--- src/hdl/moc_consts.svh ---
`ifndef MOC_CONSTS_SVH
`define MOC_CONSTS_SVH
// Register byte offsets (one 32-bit word each)
`define MOC_REG_CTRL 8'h00
`define MOC_REG_PBAND 8'h04
`define MOC_REG_GAP_UP 8'h08
`define MOC_REG_GAP_LO 8'h0c
`define MOC_REG_ERR_MV 8'h10
`define MOC_REG_STOP_HEAT 8'h14
`define MOC_REG_STOP_COOL 8'h18
`define MOC_REG_RUP_HEAT 8'h1c
`define MOC_REG_RDN_HEAT 8'h20
`define MOC_REG_RUP_COOL 8'h24
`define MOC_REG_RDN_COOL 8'h28
`define MOC_REG_LIMH_HEAT 8'h2c
`define MOC_REG_LIML_HEAT 8'h30
`define MOC_REG_LIMH_COOL 8'h34
`define MOC_REG_LIML_COOL 8'h38
`define MOC_REG_STATUS 8'h3c
`define MOC_REG_OUTS 8'h40
// Control register fields
`define MOC_CTRL_ACT_HI 0
`define MOC_CTRL_ACT_LO 1
// Status register fields
`define MOC_ST_ONOFF_MODE 0
`define MOC_ST_ONOFF_ON 1
`define MOC_ST_SUBST 2
`define MOC_ST_FB_OK 3
// Value ranges, 0.1 % units
`define MOC_PCT_FULL 16'sh03e8
`define MOC_PCT_ZERO 16'sh0000
`define MOC_ERR_MIN 16'shfbe6
`define MOC_ERR_MAX 16'sh041a
`define MOC_STOP_MIN 16'shffce
`define MOC_STOP_MAX 16'sh041a
`define MOC_RATE_MAX 16'h03e8
// Reset values
`define MOC_RST_GAP 16'sh0001
`define MOC_RST_ERR_MV 16'sh0000
`define MOC_RST_STOP 16'shffce
`define MOC_RST_RATE 16'h0000
`define MOC_RST_LIMH 16'sh041a
`define MOC_RST_LIML 16'shffce
`define MOC_RST_PBAND 16'sh0000
// Control cycle timing; the accumulator runs 1000x finer than the outputs
`define MOC_CYCLE_MS 24'sd100
`define MOC_MS_PER_S 24'sd1000
`define MOC_SCALE 24'sd1000
`define MOC_RATE_STEP (`MOC_SCALE * `MOC_CYCLE_MS / `MOC_MS_PER_S)
`endif

--- src/hdl/moc_pkg.sv ---
package moc_pkg;
  typedef struct packed {
    logic run;
    logic auto_mode;
    logic pos_prop;
    logic fb_present;
    logic fb_broken;
    logic analog_in;
  } moc_mode_type;

  typedef struct packed {
    logic [7:0] adr;
    logic [31:0] dat;
    logic [3:0] sel;
    logic we;
    logic cyc;
    logic stb;
  } moc_wb_req_type;
endpackage : moc_pkg

--- src/hdl/moc_top.sv ---
`timescale 1ns/1ps
`include "moc_consts.svh"
module moc_top import moc_pkg::*; (
  // Clock and reset
  input wire logic clk_i,
  input wire logic rst_i,
  // Wishbone slave
  input wire moc_wb_req_type wb_i,
  output logic [31:0] wb_dat_o,
  output logic wb_ack_o,
  // Process side
  input wire logic signed [15:0] measured_value_i,
  input wire logic signed [15:0] target_setpoint_i,
  input wire logic signed [15:0] input_span_i,
  input wire logic signed [15:0] pid_heat_i,
  input wire logic signed [15:0] pid_cool_i,
  input wire moc_mode_type mode_i,
  input wire logic err_hi_i,
  input wire logic err_lo_i,
  input wire logic ctl_tick_i,
  // Actuator side
  output logic signed [15:0] heat_side_output_o,
  output logic signed [15:0] cool_side_output_o,
  output logic force_manual_o,
  output logic valve_stop_action_o,
  output logic onoff_state_o
);

  logic signed [15:0] pband;
  logic signed [15:0] gap_up;
  logic signed [15:0] gap_lo;
  logic signed [15:0] err_mv;
  logic signed [15:0] stop_heat;
  logic signed [15:0] stop_cool;
  logic [15:0] rup_heat;
  logic [15:0] rdn_heat;
  logic [15:0] rup_cool;
  logic [15:0] rdn_cool;
  logic signed [15:0] limh_heat;
  logic signed [15:0] liml_heat;
  logic signed [15:0] limh_cool;
  logic signed [15:0] liml_cool;
  logic act_hi;
  logic act_lo;
  logic subst;
  logic onoff_on;
  logic err_hi_prev;
  logic err_lo_prev;
  logic signed [23:0] acc_heat;
  logic signed [23:0] acc_cool;
  logic signed [15:0] tgt_heat;
  logic signed [15:0] tgt_cool;
  logic hold_heat;

  function automatic logic signed [15:0] sat(input logic signed [16:0] v,
                                             input logic signed [15:0] lo,
                                             input logic signed [15:0] hi);
    begin
      if (v < 17'(lo)) begin
        sat = lo;
      end else if (v > 17'(hi)) begin
        sat = hi;
      end else begin
        sat = v[15:0];
      end
    end
  endfunction : sat

  function automatic logic [15:0] merge(input logic [15:0] old, input logic [31:0] d, input logic [3:0] s);
    begin
      merge = old;
      if (s[0]) begin
        merge[7:0] = d[7:0];
      end
      if (s[1]) begin
        merge[15:8] = d[15:8];
      end
    end
  endfunction : merge

  function automatic logic signed [23:0] rate_step(input logic signed [23:0] cur,
                                                   input logic signed [23:0] tgt,
                                                   input logic [15:0] up,
                                                   input logic [15:0] dn,
                                                   input logic bypass);
    logic signed [23:0] up_s;
    logic signed [23:0] dn_s;
    logic signed [23:0] d;
    begin
      up_s = $signed({8'h00, up}) * `MOC_RATE_STEP;
      dn_s = $signed({8'h00, dn}) * `MOC_RATE_STEP;
      d = tgt - cur;
      rate_step = tgt;
      if (!bypass && up != 16'h0000 && d > up_s) begin
        rate_step = cur + up_s;
      end
      if (!bypass && dn != 16'h0000 && d < -dn_s) begin
        rate_step = cur - dn_s;
      end
    end
  endfunction : rate_step

  // Bus decode
  wire wb_req = wb_i.cyc & wb_i.stb & ~wb_ack_o;
  wire wb_wr = wb_req & wb_i.we;
  wire [7:0] adr = wb_i.adr;
  wire signed [15:0] pband_w = $signed(merge(pband, wb_i.dat, wb_i.sel));
  // gap span depends on input type
  wire signed [15:0] gap_max = mode_i.analog_in ? `MOC_PCT_FULL : input_span_i;
  wire [15:0] gap_up_m = merge(gap_up, wb_i.dat, wb_i.sel);
  wire [15:0] gap_lo_m = merge(gap_lo, wb_i.dat, wb_i.sel);
  wire signed [15:0] gap_up_w = sat(17'($signed(gap_up_m)), `MOC_PCT_ZERO, gap_max);
  wire signed [15:0] gap_lo_w = sat(17'($signed(gap_lo_m)), `MOC_PCT_ZERO, gap_max);
  wire [15:0] err_mv_m = merge(err_mv, wb_i.dat, wb_i.sel);
  wire signed [15:0] err_mv_w = sat(17'($signed(err_mv_m)), `MOC_ERR_MIN, `MOC_ERR_MAX);
  wire [15:0] stop_h_m = merge(stop_heat, wb_i.dat, wb_i.sel);
  wire [15:0] stop_c_m = merge(stop_cool, wb_i.dat, wb_i.sel);
  wire [15:0] lim_m = merge(16'h0000, wb_i.dat, wb_i.sel);
  wire signed [15:0] stop_h_w = sat(17'($signed(stop_h_m)), `MOC_STOP_MIN, `MOC_STOP_MAX);
  wire signed [15:0] stop_c_w = sat(17'($signed(stop_c_m)), `MOC_STOP_MIN, `MOC_STOP_MAX);
  wire signed [15:0] lim_w = sat(17'($signed(lim_m)), `MOC_STOP_MIN, `MOC_STOP_MAX);
  wire [15:0] rup_h_m = merge(rup_heat, wb_i.dat, wb_i.sel);
  wire [15:0] rdn_h_m = merge(rdn_heat, wb_i.dat, wb_i.sel);
  wire [15:0] rup_c_m = merge(rup_cool, wb_i.dat, wb_i.sel);
  wire [15:0] rdn_c_m = merge(rdn_cool, wb_i.dat, wb_i.sel);
  wire [15:0] rup_h_w = rup_h_m > `MOC_RATE_MAX ? `MOC_RATE_MAX : rup_h_m;
  wire [15:0] rdn_h_w = rdn_h_m > `MOC_RATE_MAX ? `MOC_RATE_MAX : rdn_h_m;
  wire [15:0] rup_c_w = rup_c_m > `MOC_RATE_MAX ? `MOC_RATE_MAX : rup_c_m;
  wire [15:0] rdn_c_w = rdn_c_m > `MOC_RATE_MAX ? `MOC_RATE_MAX : rdn_c_m;

  // Control conditions
  // band of zero means ON/OFF
  wire onoff_mode = (pband == `MOC_PCT_ZERO);
  wire fb_ok = ~mode_i.pos_prop | (mode_i.fb_present & ~mode_i.fb_broken);
  wire signed [16:0] on_thr = 17'(target_setpoint_i) - 17'(gap_lo);
  wire signed [16:0] off_thr = 17'(target_setpoint_i) + 17'(gap_up);
  // only an edge while running counts, so an error carried over from stop never triggers
  wire err_rise = (err_hi_i & ~err_hi_prev & act_hi) | (err_lo_i & ~err_lo_prev & act_lo);
  wire subst_set = err_rise & mode_i.run & mode_i.auto_mode;
  // Substitution leaves with stop or a write of one to its status bit; a new trigger wins
  wire subst_clr = ~mode_i.run | (wb_wr & adr == `MOC_REG_STATUS & wb_i.sel[0] & wb_i.dat[`MOC_ST_SUBST]);
  wire next_subst = subst_set | (subst & ~subst_clr);
  wire rate_bypass = mode_i.pos_prop;
  wire signed [23:0] tgt_heat_s = $signed({{8{tgt_heat[15]}}, tgt_heat}) * `MOC_SCALE;
  wire signed [23:0] tgt_cool_s = $signed({{8{tgt_cool[15]}}, tgt_cool}) * `MOC_SCALE;
  wire signed [23:0] next_acc_heat = hold_heat ? acc_heat :
                                     rate_step(acc_heat, tgt_heat_s, rup_heat, rdn_heat, rate_bypass);
  wire signed [23:0] next_acc_cool = rate_step(acc_cool, tgt_cool_s, rup_cool, rdn_cool, rate_bypass);
  wire signed [23:0] q_heat = next_acc_heat / `MOC_SCALE;
  wire signed [23:0] q_cool = next_acc_cool / `MOC_SCALE;

  // Output targets
  always_comb begin
    tgt_heat = pid_heat_i;
    tgt_cool = pid_cool_i;
    hold_heat = 1'b0;
    if (!mode_i.run) begin
      tgt_heat = stop_heat;
      tgt_cool = stop_cool;
      // heat preset only with good feedback
      hold_heat = ~fb_ok;
    end else if (subst) begin
      tgt_heat = sat(17'(err_mv), liml_heat, limh_heat);
      tgt_cool = sat(17'(`MOC_PCT_ZERO), liml_cool, limh_cool);
      // positioner without feedback follows stop valve action
      hold_heat = ~fb_ok;
    end else if (onoff_mode) begin
      tgt_heat = sat(17'(onoff_on ? `MOC_PCT_FULL : `MOC_PCT_ZERO), liml_heat, limh_heat);
      tgt_cool = sat(17'(`MOC_PCT_ZERO), liml_cool, limh_cool);
    end else begin
      tgt_heat = sat(17'(pid_heat_i), liml_heat, limh_heat);
      tgt_cool = sat(17'(pid_cool_i), liml_cool, limh_cool);
    end
  end

  // Write strobes, one per register word
  wire wr_ctrl = wb_wr & (adr == `MOC_REG_CTRL) & wb_i.sel[0];
  wire wr_pband = wb_wr & (adr == `MOC_REG_PBAND);
  wire wr_gap_up = wb_wr & (adr == `MOC_REG_GAP_UP);
  wire wr_gap_lo = wb_wr & (adr == `MOC_REG_GAP_LO);
  wire wr_err_mv = wb_wr & (adr == `MOC_REG_ERR_MV);
  wire wr_stop_heat = wb_wr & (adr == `MOC_REG_STOP_HEAT);
  wire wr_stop_cool = wb_wr & (adr == `MOC_REG_STOP_COOL);
  wire wr_rup_heat = wb_wr & (adr == `MOC_REG_RUP_HEAT);
  wire wr_rdn_heat = wb_wr & (adr == `MOC_REG_RDN_HEAT);
  wire wr_rup_cool = wb_wr & (adr == `MOC_REG_RUP_COOL);
  wire wr_rdn_cool = wb_wr & (adr == `MOC_REG_RDN_COOL);
  // A limit moves only on a full 16-bit write, so a half word never lands alone
  wire wr_lim = wb_wr & (wb_i.sel[1:0] == 2'h3);
  wire wr_limh_heat = wr_lim & (adr == `MOC_REG_LIMH_HEAT);
  wire wr_liml_heat = wr_lim & (adr == `MOC_REG_LIML_HEAT);
  wire wr_limh_cool = wr_lim & (adr == `MOC_REG_LIMH_COOL);
  wire wr_liml_cool = wr_lim & (adr == `MOC_REG_LIML_COOL);

  // Error action selectors
  always_ff @(posedge clk_i) begin
    if (rst_i) begin
      // both selectors default to normal control
      act_hi <= 1'b0;
      act_lo <= 1'b0;
    end else if (wr_ctrl) begin
      act_hi <= wb_i.dat[`MOC_CTRL_ACT_HI];
      act_lo <= wb_i.dat[`MOC_CTRL_ACT_LO];
    end
  end

  // Band, gaps, error value and stop presets
  always_ff @(posedge clk_i) begin
    if (rst_i) begin
      pband <= `MOC_RST_PBAND;
      gap_up <= `MOC_RST_GAP;
      gap_lo <= `MOC_RST_GAP;
      err_mv <= `MOC_RST_ERR_MV;
      stop_heat <= `MOC_RST_STOP;
      stop_cool <= `MOC_RST_STOP;
    end else begin
      pband <= wr_pband ? pband_w : pband;
      gap_up <= wr_gap_up ? gap_up_w : gap_up;
      gap_lo <= wr_gap_lo ? gap_lo_w : gap_lo;
      err_mv <= wr_err_mv ? err_mv_w : err_mv;
      stop_heat <= wr_stop_heat ? stop_h_w : stop_heat;
      stop_cool <= wr_stop_cool ? stop_c_w : stop_cool;
    end
  end

  // Change-rate limits
  always_ff @(posedge clk_i) begin
    if (rst_i) begin
      rup_heat <= `MOC_RST_RATE;
      rdn_heat <= `MOC_RST_RATE;
      rup_cool <= `MOC_RST_RATE;
      rdn_cool <= `MOC_RST_RATE;
    end else begin
      rup_heat <= wr_rup_heat ? rup_h_w : rup_heat;
      rdn_heat <= wr_rdn_heat ? rdn_h_w : rdn_heat;
      rup_cool <= wr_rup_cool ? rup_c_w : rup_cool;
      rdn_cool <= wr_rdn_cool ? rdn_c_w : rdn_cool;
    end
  end

  // Output limits
  always_ff @(posedge clk_i) begin
    if (rst_i) begin
      limh_heat <= `MOC_RST_LIMH;
      liml_heat <= `MOC_RST_LIML;
      limh_cool <= `MOC_RST_LIMH;
      liml_cool <= `MOC_RST_LIML;
    end else begin
      limh_heat <= wr_limh_heat ? lim_w : limh_heat;
      liml_heat <= wr_liml_heat ? lim_w : liml_heat;
      limh_cool <= wr_limh_cool ? lim_w : limh_cool;
      liml_cool <= wr_liml_cool ? lim_w : liml_cool;
    end
  end

  // Read mux; unmapped words read zero
  wire [31:0] status_word = {28'h0000000, fb_ok, subst, onoff_on, onoff_mode};
  logic [31:0] rd_data;
  always_comb begin
    unique case (adr)
      `MOC_REG_CTRL: rd_data = {30'h00000000, act_lo, act_hi};
      `MOC_REG_PBAND: rd_data = {16'h0000, pband};
      `MOC_REG_GAP_UP: rd_data = {16'h0000, gap_up};
      `MOC_REG_GAP_LO: rd_data = {16'h0000, gap_lo};
      `MOC_REG_ERR_MV: rd_data = {16'h0000, err_mv};
      `MOC_REG_STOP_HEAT: rd_data = {16'h0000, stop_heat};
      `MOC_REG_STOP_COOL: rd_data = {16'h0000, stop_cool};
      `MOC_REG_RUP_HEAT: rd_data = {16'h0000, rup_heat};
      `MOC_REG_RDN_HEAT: rd_data = {16'h0000, rdn_heat};
      `MOC_REG_RUP_COOL: rd_data = {16'h0000, rup_cool};
      `MOC_REG_RDN_COOL: rd_data = {16'h0000, rdn_cool};
      `MOC_REG_LIMH_HEAT: rd_data = {16'h0000, limh_heat};
      `MOC_REG_LIML_HEAT: rd_data = {16'h0000, liml_heat};
      `MOC_REG_LIMH_COOL: rd_data = {16'h0000, limh_cool};
      `MOC_REG_LIML_COOL: rd_data = {16'h0000, liml_cool};
      `MOC_REG_STATUS: rd_data = status_word;
      `MOC_REG_OUTS: rd_data = {cool_side_output_o, heat_side_output_o};
      default: rd_data = 32'h00000000;
    endcase
  end

  always_ff @(posedge clk_i) begin
    if (rst_i) begin
      wb_ack_o <= 1'b0;
      wb_dat_o <= 32'h00000000;
    end else begin
      wb_ack_o <= wb_req;
      wb_dat_o <= wb_req ? rd_data : wb_dat_o;
    end
  end

  // Error tracking and ON/OFF state
  always_ff @(posedge clk_i) begin
    if (rst_i) begin
      err_hi_prev <= 1'b0;
      err_lo_prev <= 1'b0;
      subst <= 1'b0;
      onoff_on <= 1'b0;
    end else begin
      err_hi_prev <= err_hi_i;
      err_lo_prev <= err_lo_i;
      subst <= next_subst;
      // hold state between the two gaps
      // switch points at setpoint minus lower, plus upper
      if (17'(measured_value_i) < on_thr || (gap_lo == `MOC_PCT_ZERO && measured_value_i < target_setpoint_i)) begin
        onoff_on <= 1'b1;
      end else if (17'(measured_value_i) > off_thr) begin
        onoff_on <= 1'b0;
      end
    end
  end

  // Output stage; the fine accumulator keeps slow rates from rounding to no motion
  always_ff @(posedge clk_i) begin
    if (rst_i) begin
      acc_heat <= 24'sh000000;
      acc_cool <= 24'sh000000;
      heat_side_output_o <= `MOC_PCT_ZERO;
      cool_side_output_o <= `MOC_PCT_ZERO;
      force_manual_o <= 1'b0;
      valve_stop_action_o <= 1'b0;
      onoff_state_o <= 1'b0;
    end else begin
      force_manual_o <= next_subst;
      valve_stop_action_o <= hold_heat;
      onoff_state_o <= onoff_on;
      // one rate step per control tick
      if (ctl_tick_i) begin
        acc_heat <= next_acc_heat;
        acc_cool <= next_acc_cool;
        heat_side_output_o <= q_heat[15:0];
        cool_side_output_o <= q_cool[15:0];
      end
    end
  end

endmodule : moc_top

--- config.mk ---
export PLATFORM = sky130hd
export DESIGN_NAME = moc_top
export DESIGN_NICKNAME = d
export VERILOG_FILES = /design/src/hdl/moc_pkg.sv /design/src/hdl/moc_top.sv
export VERILOG_INCLUDE_DIRS = /design/src /design/src/hdl
export SDC_FILE = /design/constraint.sdc
export NUM_CORES = 2
export LEC_CHECK = 0
export BUFFER_PORTS_ARGS = -buffer_cell sky130_fd_sc_hd__buf_2
export CAP_MARGIN = 20
export CORE_MARGIN = 5
export CORE_UTILIZATION = 45
export DETAILED_ROUTE_END_ITERATION = 16
export SLEW_MARGIN = 30
export SYNTH_ARGS = -nofsm -noshare
export SYNTH_HDL_FRONTEND = slang
export SYNTH_SLANG_ARGS = --single-unit
--- constraint.sdc ---
create_clock -name clk_i -period 73 [get_ports clk_i]
set_input_delay 7.3 -clock clk_i [delete_from_list [all_inputs] [get_ports clk_i]]
set_output_delay 7.3 -clock clk_i [all_outputs]
set_load 0.01 [all_outputs]
# Word level (Yosys, flattened, before mapping)
# Index checks and enable logic that the tools add are counted.
# W data, S select, Z words.
[totals]
ff_bits = 345
inputBits = 138
output_inout_bits = 68
elab_cells = 225
[classes]
addsub = 10
mul = 6
div_mod_pow = 2
order_cmp = 33
n_eq_ne = 17
muxes = 64
bitwise = 43
reduce_logical = 21
[op_table]
columns = ["op", "count"]
rows = [
  ["$pmux W32 S17", 1],
  ["$mux W16", 33],
  ["$mux W8", 20],
  ["$mux W24", 5],
  ["$sub A24 B24 Y24", 4],
  ["$mul A16 B5 Y21 const B", 4],
  ["$gt A16 B16 Y1", 5],
  ["$eq A8 B6 Y1 const B", 8],
  ["$gt A16 B10 Y1 const B", 4],
  ["$gt A16 B12 Y1 const B", 4],
  ["$lt A16 B16 Y1", 4],
  ["$reduce_bool A16 Y1", 4],
  ["$add A24 B24 Y24", 2],
  ["$div A24 B11 Y24 const B", 2],
  ["$gt A24 B24 Y1", 2],
  ["$lt A16 B7 Y1 const B", 3],
  ["$lt A24 B24 Y1", 2],
  ["$neg A23 Y24", 2],
  ["$mul A16 B8 Y21 const B", 2],
  ["$eq A8 B5 Y1 const B", 4],
  ["$logic_not A16 Y1", 2],
  ["$lt A16 B1 Y1 const B", 2],
  ["$and A1 B1 Y1", 31],
  ["$add A16 B16 Y17", 1],
  ["other kinds (22)", 45],
]

# Longest topological paths before layout
[logic_depth]
word_depth = 15
depth_mapped = 110
depth_no_buf = 96

# Least setup slack after synthesis
# Ideal clock, no wire load.
[synth_timing]
kind = "input to register"
startpoint = "in pid_cool_i[7]"
endpoint = "reg cool_side_output_o[12]"
setup_ns = 0.128
t_arrival_ns = 28.845
required_time_ns = 72.872
setup_slack_ns = 44.028
path_stages = 96
path_buffers = 8
cell_sequence = "ha_1 a211oi_1 nand2_1 o31ai_1 a21oi_1 or3b_1 buf_2 clkbuf_1 a21oi_1 o211ai_1 o211ai_1 a21boi_0 fa_1 fa_1 inv_1 fa_1 inv_1 fa_1 [60 not listed] o21ai_1 mux4_2 o31ai_4 mux2i_1 xor2_1 o22ai_1 o211a_1 o221ai_2 o211a_1 ha_1 inv_1 nor2_1 nand2_1 o21ai_0 xnor2_1 nor2_1 a21oi_1 nor2_1"
[synth_via]
elab_chain_len = 13
elab_cells_between_ends = 16
classes_between = "add/sub: 1; mul: 1; div: 1; order compare: 4; mux: 7; reduce/logical: 2"
[synth_lines]
columns = ["element", "line", "rtl"]
rows = [
  ["from (decl)", "moc_top.sv:16", "input wire logic signed [15:0] pid_cool_i,"],
  ["$gt A16 B16 Y1", "moc_top.sv:61", "end else if (v > 17'(hi)) begin"],
  ["$mux W16", "moc_top.sv:61", ""],
  ["$mux W16 (*)", "moc_top.sv:59", "if (v < 17'(lo)) begin"],
  ["$mux W16 (*)", "moc_top.sv:167", "end else if (onoff_mode) begin"],
  ["$mux W16 (*)", "moc_top.sv:162", "end else if (subst) begin"],
  ["$mux W16 (*)", "moc_top.sv:157", "if (!mode_i.run) begin"],
  ["$mul A16 B8 Y21 (no line) (*)", "--", ""],
  ["$sub A24 B24 Y24", "moc_top.sv:92", "d = tgt - cur;"],
  ["$gt A24 B24 Y1", "moc_top.sv:94", "if (!bypass && up != 16'h0000 && d > up_s) begin"],
  ["$logic_and A1 B1 Y1", "moc_top.sv:94", ""],
  ["$mux W24", "moc_top.sv:94", ""],
  ["$mux W24 (*)", "moc_top.sv:97", "if (!bypass && dn != 16'h0000 && d < -dn_s) begin"],
  ["$div A24 B11 Y24 (no line) (*)", "--", ""],
  ["to (signal assigned)", "moc_top.sv:319", "cool_side_output_o <= `MOC_PCT_ZERO;"],
  ["to (signal assigned)", "moc_top.sv:332", "cool_side_output_o <= q_cool[15:0];"],
  ["to (decl)", "moc_top.sv:23", "output logic signed [15:0] cool_side_output_o,"],
]
# Mark *: on every way between the ends. The rest lies on a longest branch, timed or not.
# A chain may end at the register's enable or synchronous reset.

# Worst setup path in the final report
[layout_timing]
startpoint = "in pid_heat_i[13]"
endpoint = "reg heat_side_output_o[8]"
[layout_via]
elab_chain_len = 14
elab_cells_between_ends = 17
classes_between = "add/sub: 1; mul: 1; div: 1; order compare: 4; mux: 8; reduce/logical: 2"
[layout_lines]
columns = ["element", "line", "rtl"]
rows = [
  ["from (decl)", "moc_top.sv:15", "input wire logic signed [15:0] pid_heat_i,"],
  ["$gt A16 B16 Y1", "moc_top.sv:61", ""],
  ["$mux W16", "moc_top.sv:61", ""],
  ["$mux W16 (*)", "moc_top.sv:59", ""],
  ["$mux W16 (*)", "moc_top.sv:167", ""],
  ["$mux W16 (*)", "moc_top.sv:162", ""],
  ["$mux W16 (*)", "moc_top.sv:157", ""],
  ["$mul A16 B8 Y21 (no line) (*)", "--", ""],
  ["$sub A24 B24 Y24", "moc_top.sv:92", ""],
  ["$gt A24 B24 Y1", "moc_top.sv:94", ""],
  ["$logic_and A1 B1 Y1", "moc_top.sv:94", ""],
  ["$mux W24", "moc_top.sv:94", ""],
  ["$mux W24 (*)", "moc_top.sv:97", ""],
  ["$mux W24 (*)", "moc_top.sv:146", "wire signed [23:0] next_acc_heat = hold_heat ? acc_heat :"],
  ["$div A24 B11 Y24 (no line) (*)", "--", ""],
  ["to (signal assigned)", "moc_top.sv:318", "heat_side_output_o <= `MOC_PCT_ZERO;"],
  ["to (signal assigned)", "moc_top.sv:331", "heat_side_output_o <= q_heat[15:0];"],
  ["to (decl)", "moc_top.sv:22", "output logic signed [15:0] heat_side_output_o,"],
]
# Marks and branches as above.

==> results.py <==
metrics = {
    "status": {
        "status": "completed",
    },
    "synth": {
        "synth-warning-count": 0,
        "synth_nets": 8220,
        "seq_area_frac_synth": 0.128,
        "synth_top_cell_by_area": "ha_1",
        "postSynthAreaPerCell_um2": 7.55,
        "synthesis.area_mm2": 0.0541,
        "synthTopCellsByArea": "ha_1 18%, dfxtp_1 13%, inv_1 5.9%, fa_1 5.6%, nor2_1 4.5%",
        "synth_ff_type": "dfxtp_1",
        "synth_cells": 7157,
        "yosys.area.top_type_share": 0.179,
        "synthArstFlopShare": 0,
        "synth-edff-count": 0,
        "synth_cell_types": 141,
        "synth-seq-cells": 345,
    },
    "clock_network": {
        "cts-buffers-inserted": 47,
        "path_clk_slew_ps": 60,
        "cts_buffer_depth": 3,
        "cts_resized": 0,
        "post_cts_buffers": 0,
        "cts_tree": "yes",
        "cts_max_level": 2,
        "cts_root_buffer": "clkbuf_16",
        "postCtsHoldBufs": 0,
        "clock_sinks": 345,
        "insertion_delay_ps": 690,
    },
    "critical_path": {
        "cp.arrival_ps": 34040,
        "cpMostUsedCell": "ha_1",
        "endpoint_kind": "flip-flop",
        "crit_type": "input port to flip-flop",
        "crit_family": "compound AO/OA/AOI/OAI gates",
        "critical_path_buf_inv_count": 6,
        "crit_path_start_kind": "input port",
        "cp_max_fo": 21,
        "cp.required_ps": 73510,
        "cp_slowest_stage_delay_ps": 740,
        "slowest_stage": "xor2_1",
    },
    "floorplanning": {
        "core_region_area_mm2": 0.120,
        "io_pins": 206,
        "start_util": 0.452,
        "die_x_um": 357,
        "die_h_um": 357,
        "die-area_mm2": 0.127,
        "rows": 127,
    },
    "cells_and_area": {
        "stdcell_area_mm2": 0.0584,
        "layout.nets": 8266,
        "final_layout_size_suffix_gt1_frac": 0.0783,
        "final_cells": 8859,
        "area_growth_pct": 8.06,
    },
    "sta": {
        "finalSetupViolCount": 0,
        "fin_crit_sh": 0.459,
        "fin_crit_ps": 33520,
        "slew_violations": 0,
        "worstMarginPinSlew_ps": 1200,
        "slew_headroom": 0.193,
        "holdWs_ps": 449,
        "fin_skew_ps": 72.4,
        "rsz0062_at_grt": "no",
        "final_hold_viol_count": 0,
        "setup_tns_ps": 0,
        "max_freq_mhz": 29.8,
    },
    "grt": {
        "top_usage_layer": "met2",
        "grt_antenna_before_repair": 17,
        "grt-ovfl-total": 0,
        "grt_start_max_net_pins": 152,
        "grt_pass1_wl_mm": 311,
        "grt.met1_usage": 0.434,
        "met3_usage": 0.0611,
        "grt_pass1_vias": 50948,
        "grt.total_usage": 0.311,
        "grt_util_met2": 0.474,
    },
    "route": {
        "route.vias.total": 54550,
        "antenna_left": 0,
        "drtPass1Iterations": 9,
        "drtIter0Drc": 5829,
        "wire_per_inst_um": 23.2,
        "drc": 0,
        "via_per_inst": 6.16,
        "drt-total-wl_mm": 206,
    },
    "placement": {
        "dp.cells": 8765,
        "placed_cell_area_mm2": 0.0566,
        "dp_hpwl_mm": 165,
        "port_buffers": 187,
        "place.gp.congestion": 1.01,
    },
    "worst_hold_path": {
        "hold_class": "flip-flop to flip-flop",
    },
    "run": {
        "max-cap-violations": 0,
    },
}
## state kept, by name (all words and copies together) (netlist names), 16 cells and up
register            flops
wb_dat_o               32
acc_cool               24
acc_heat               24
cool_side_output_o     16
err_mv                 16
gap_lo                 16
gap_up                 16
heat_side_output_o     16
limh_cool              16
limh_heat              16
liml_cool              16
liml_heat              16
pband                  16
rdn_cool               16
rdn_heat               16
rup_cool               16
rup_heat               16
stop_cool              16
stop_heat              16
## worst paths after layout
path	endpoint	cells after the start	from	slack [ps]
max	heat_side_output_o[8]$_SDFFE_PP0P_	89	pid_heat_i[13]	39480
min	wb_dat_o[16]$_SDFFE_PP0P_	2	wb_dat_o[16]$_SDFFE_PP0P_	450
max reg2reg	heat_side_output_o[8]$_SDFFE_PP0P_	84	limh_heat[15]$_SDFFE_PP0P_	45150
min reg2reg	wb_dat_o[16]$_SDFFE_PP0P_	2	wb_dat_o[16]$_SDFFE_PP0P_	450
## cell families (layout without fill, tap and decap cells)
logic type      after synthesis  after routing  synth area share
xor+xnor                    392            392            0.0645
mux                         157            157            0.0311
buf+inv                    1104           1187            0.0781
fa+ha+maj                   933            933             0.237
other cells                   0              7                 0
compound gates             2115           2115             0.273
simple gates               2111           2111             0.189
flops                       345            345             0.128
## metal layers
metal  routed length [um]  up-vias
met5                   52        -
met3                20000      439
met2                86200     2348
li1                     -    25932
met4                 8780        8
met1                90400    25823
## per-stage QoR
stage	setup slack [ps]	util
final	39480	0.488
after detailed placement	38800	0.473
after CTS	39420	0.488
after floorplan	44030	-
after global routing	37580	0.488
after global placement	38880	0.473
## cell usage in the layout, fill, tap and decap left out, types with 22 or more instances in the layout
cell type,n
a211o_1,23
a211oi_1,106
a21o_1,143
a21oi_1,483
a221oi_1,56
a22o_1,42
a22oi_1,104
a31oi_1,87
and2_1,76
and3_1,68
buf_2,185
buf_4,64
clkbuf_16,47
dfxtp_1,345
fa_1,152
ha_1,773
inv_1,843
mux2_2,34
mux2i_1,110
nand2_1,485
nand2b_1,75
nand3_1,181
nand4_1,84
nor2_1,650
nor2b_1,77
nor3_1,168
nor4_1,51
o2111ai_1,22
o211ai_1,101
o21a_1,87
o21ai_0,324
o21ai_1,41
o21bai_1,62
o22ai_1,44
o31ai_1,35
or2_2,35
or3_1,43
xnor2_1,254
xor2_1,128
## cell type report
type	instances	area, um^2
clock inverters	24	450
clock buffers	62	1310
well taps	1612	2020
diodes	7	17.5
multi-input cells	5708	43100
flip-flops and latches	345	6910
fillers	12011	61200
inverters	848	3190
repair buffers	253	1480
## synthesized netlist by cell type (113+ instances only)
| library cell | number |
|---|---|
| inv_1 | 844 |
| ha_1 | 773 |
| nor2_1 | 655 |
| nand2_1 | 485 |
| a21oi_1 | 483 |
| dfxtp_1 | 345 |
| o21ai_0 | 324 |
| xnor2_1 | 257 |
| clkbuf_1 | 214 |
| nand3_1 | 181 |
| nor3_1 | 171 |
| fa_1 | 152 |
| a21o_1 | 143 |
| xor2_1 | 130 |
| mux2i_1 | 113 |
## tightest hold or removal path, cell delays in order, from the launching register on
cell and delay (ps):
dfxtp_1 300, nand2_1 50, a21oi_1 50
Power is left out: the tool's default activity adds up to more than one toggle a clock period on the data nets, which glitch-free logic cannot reach.
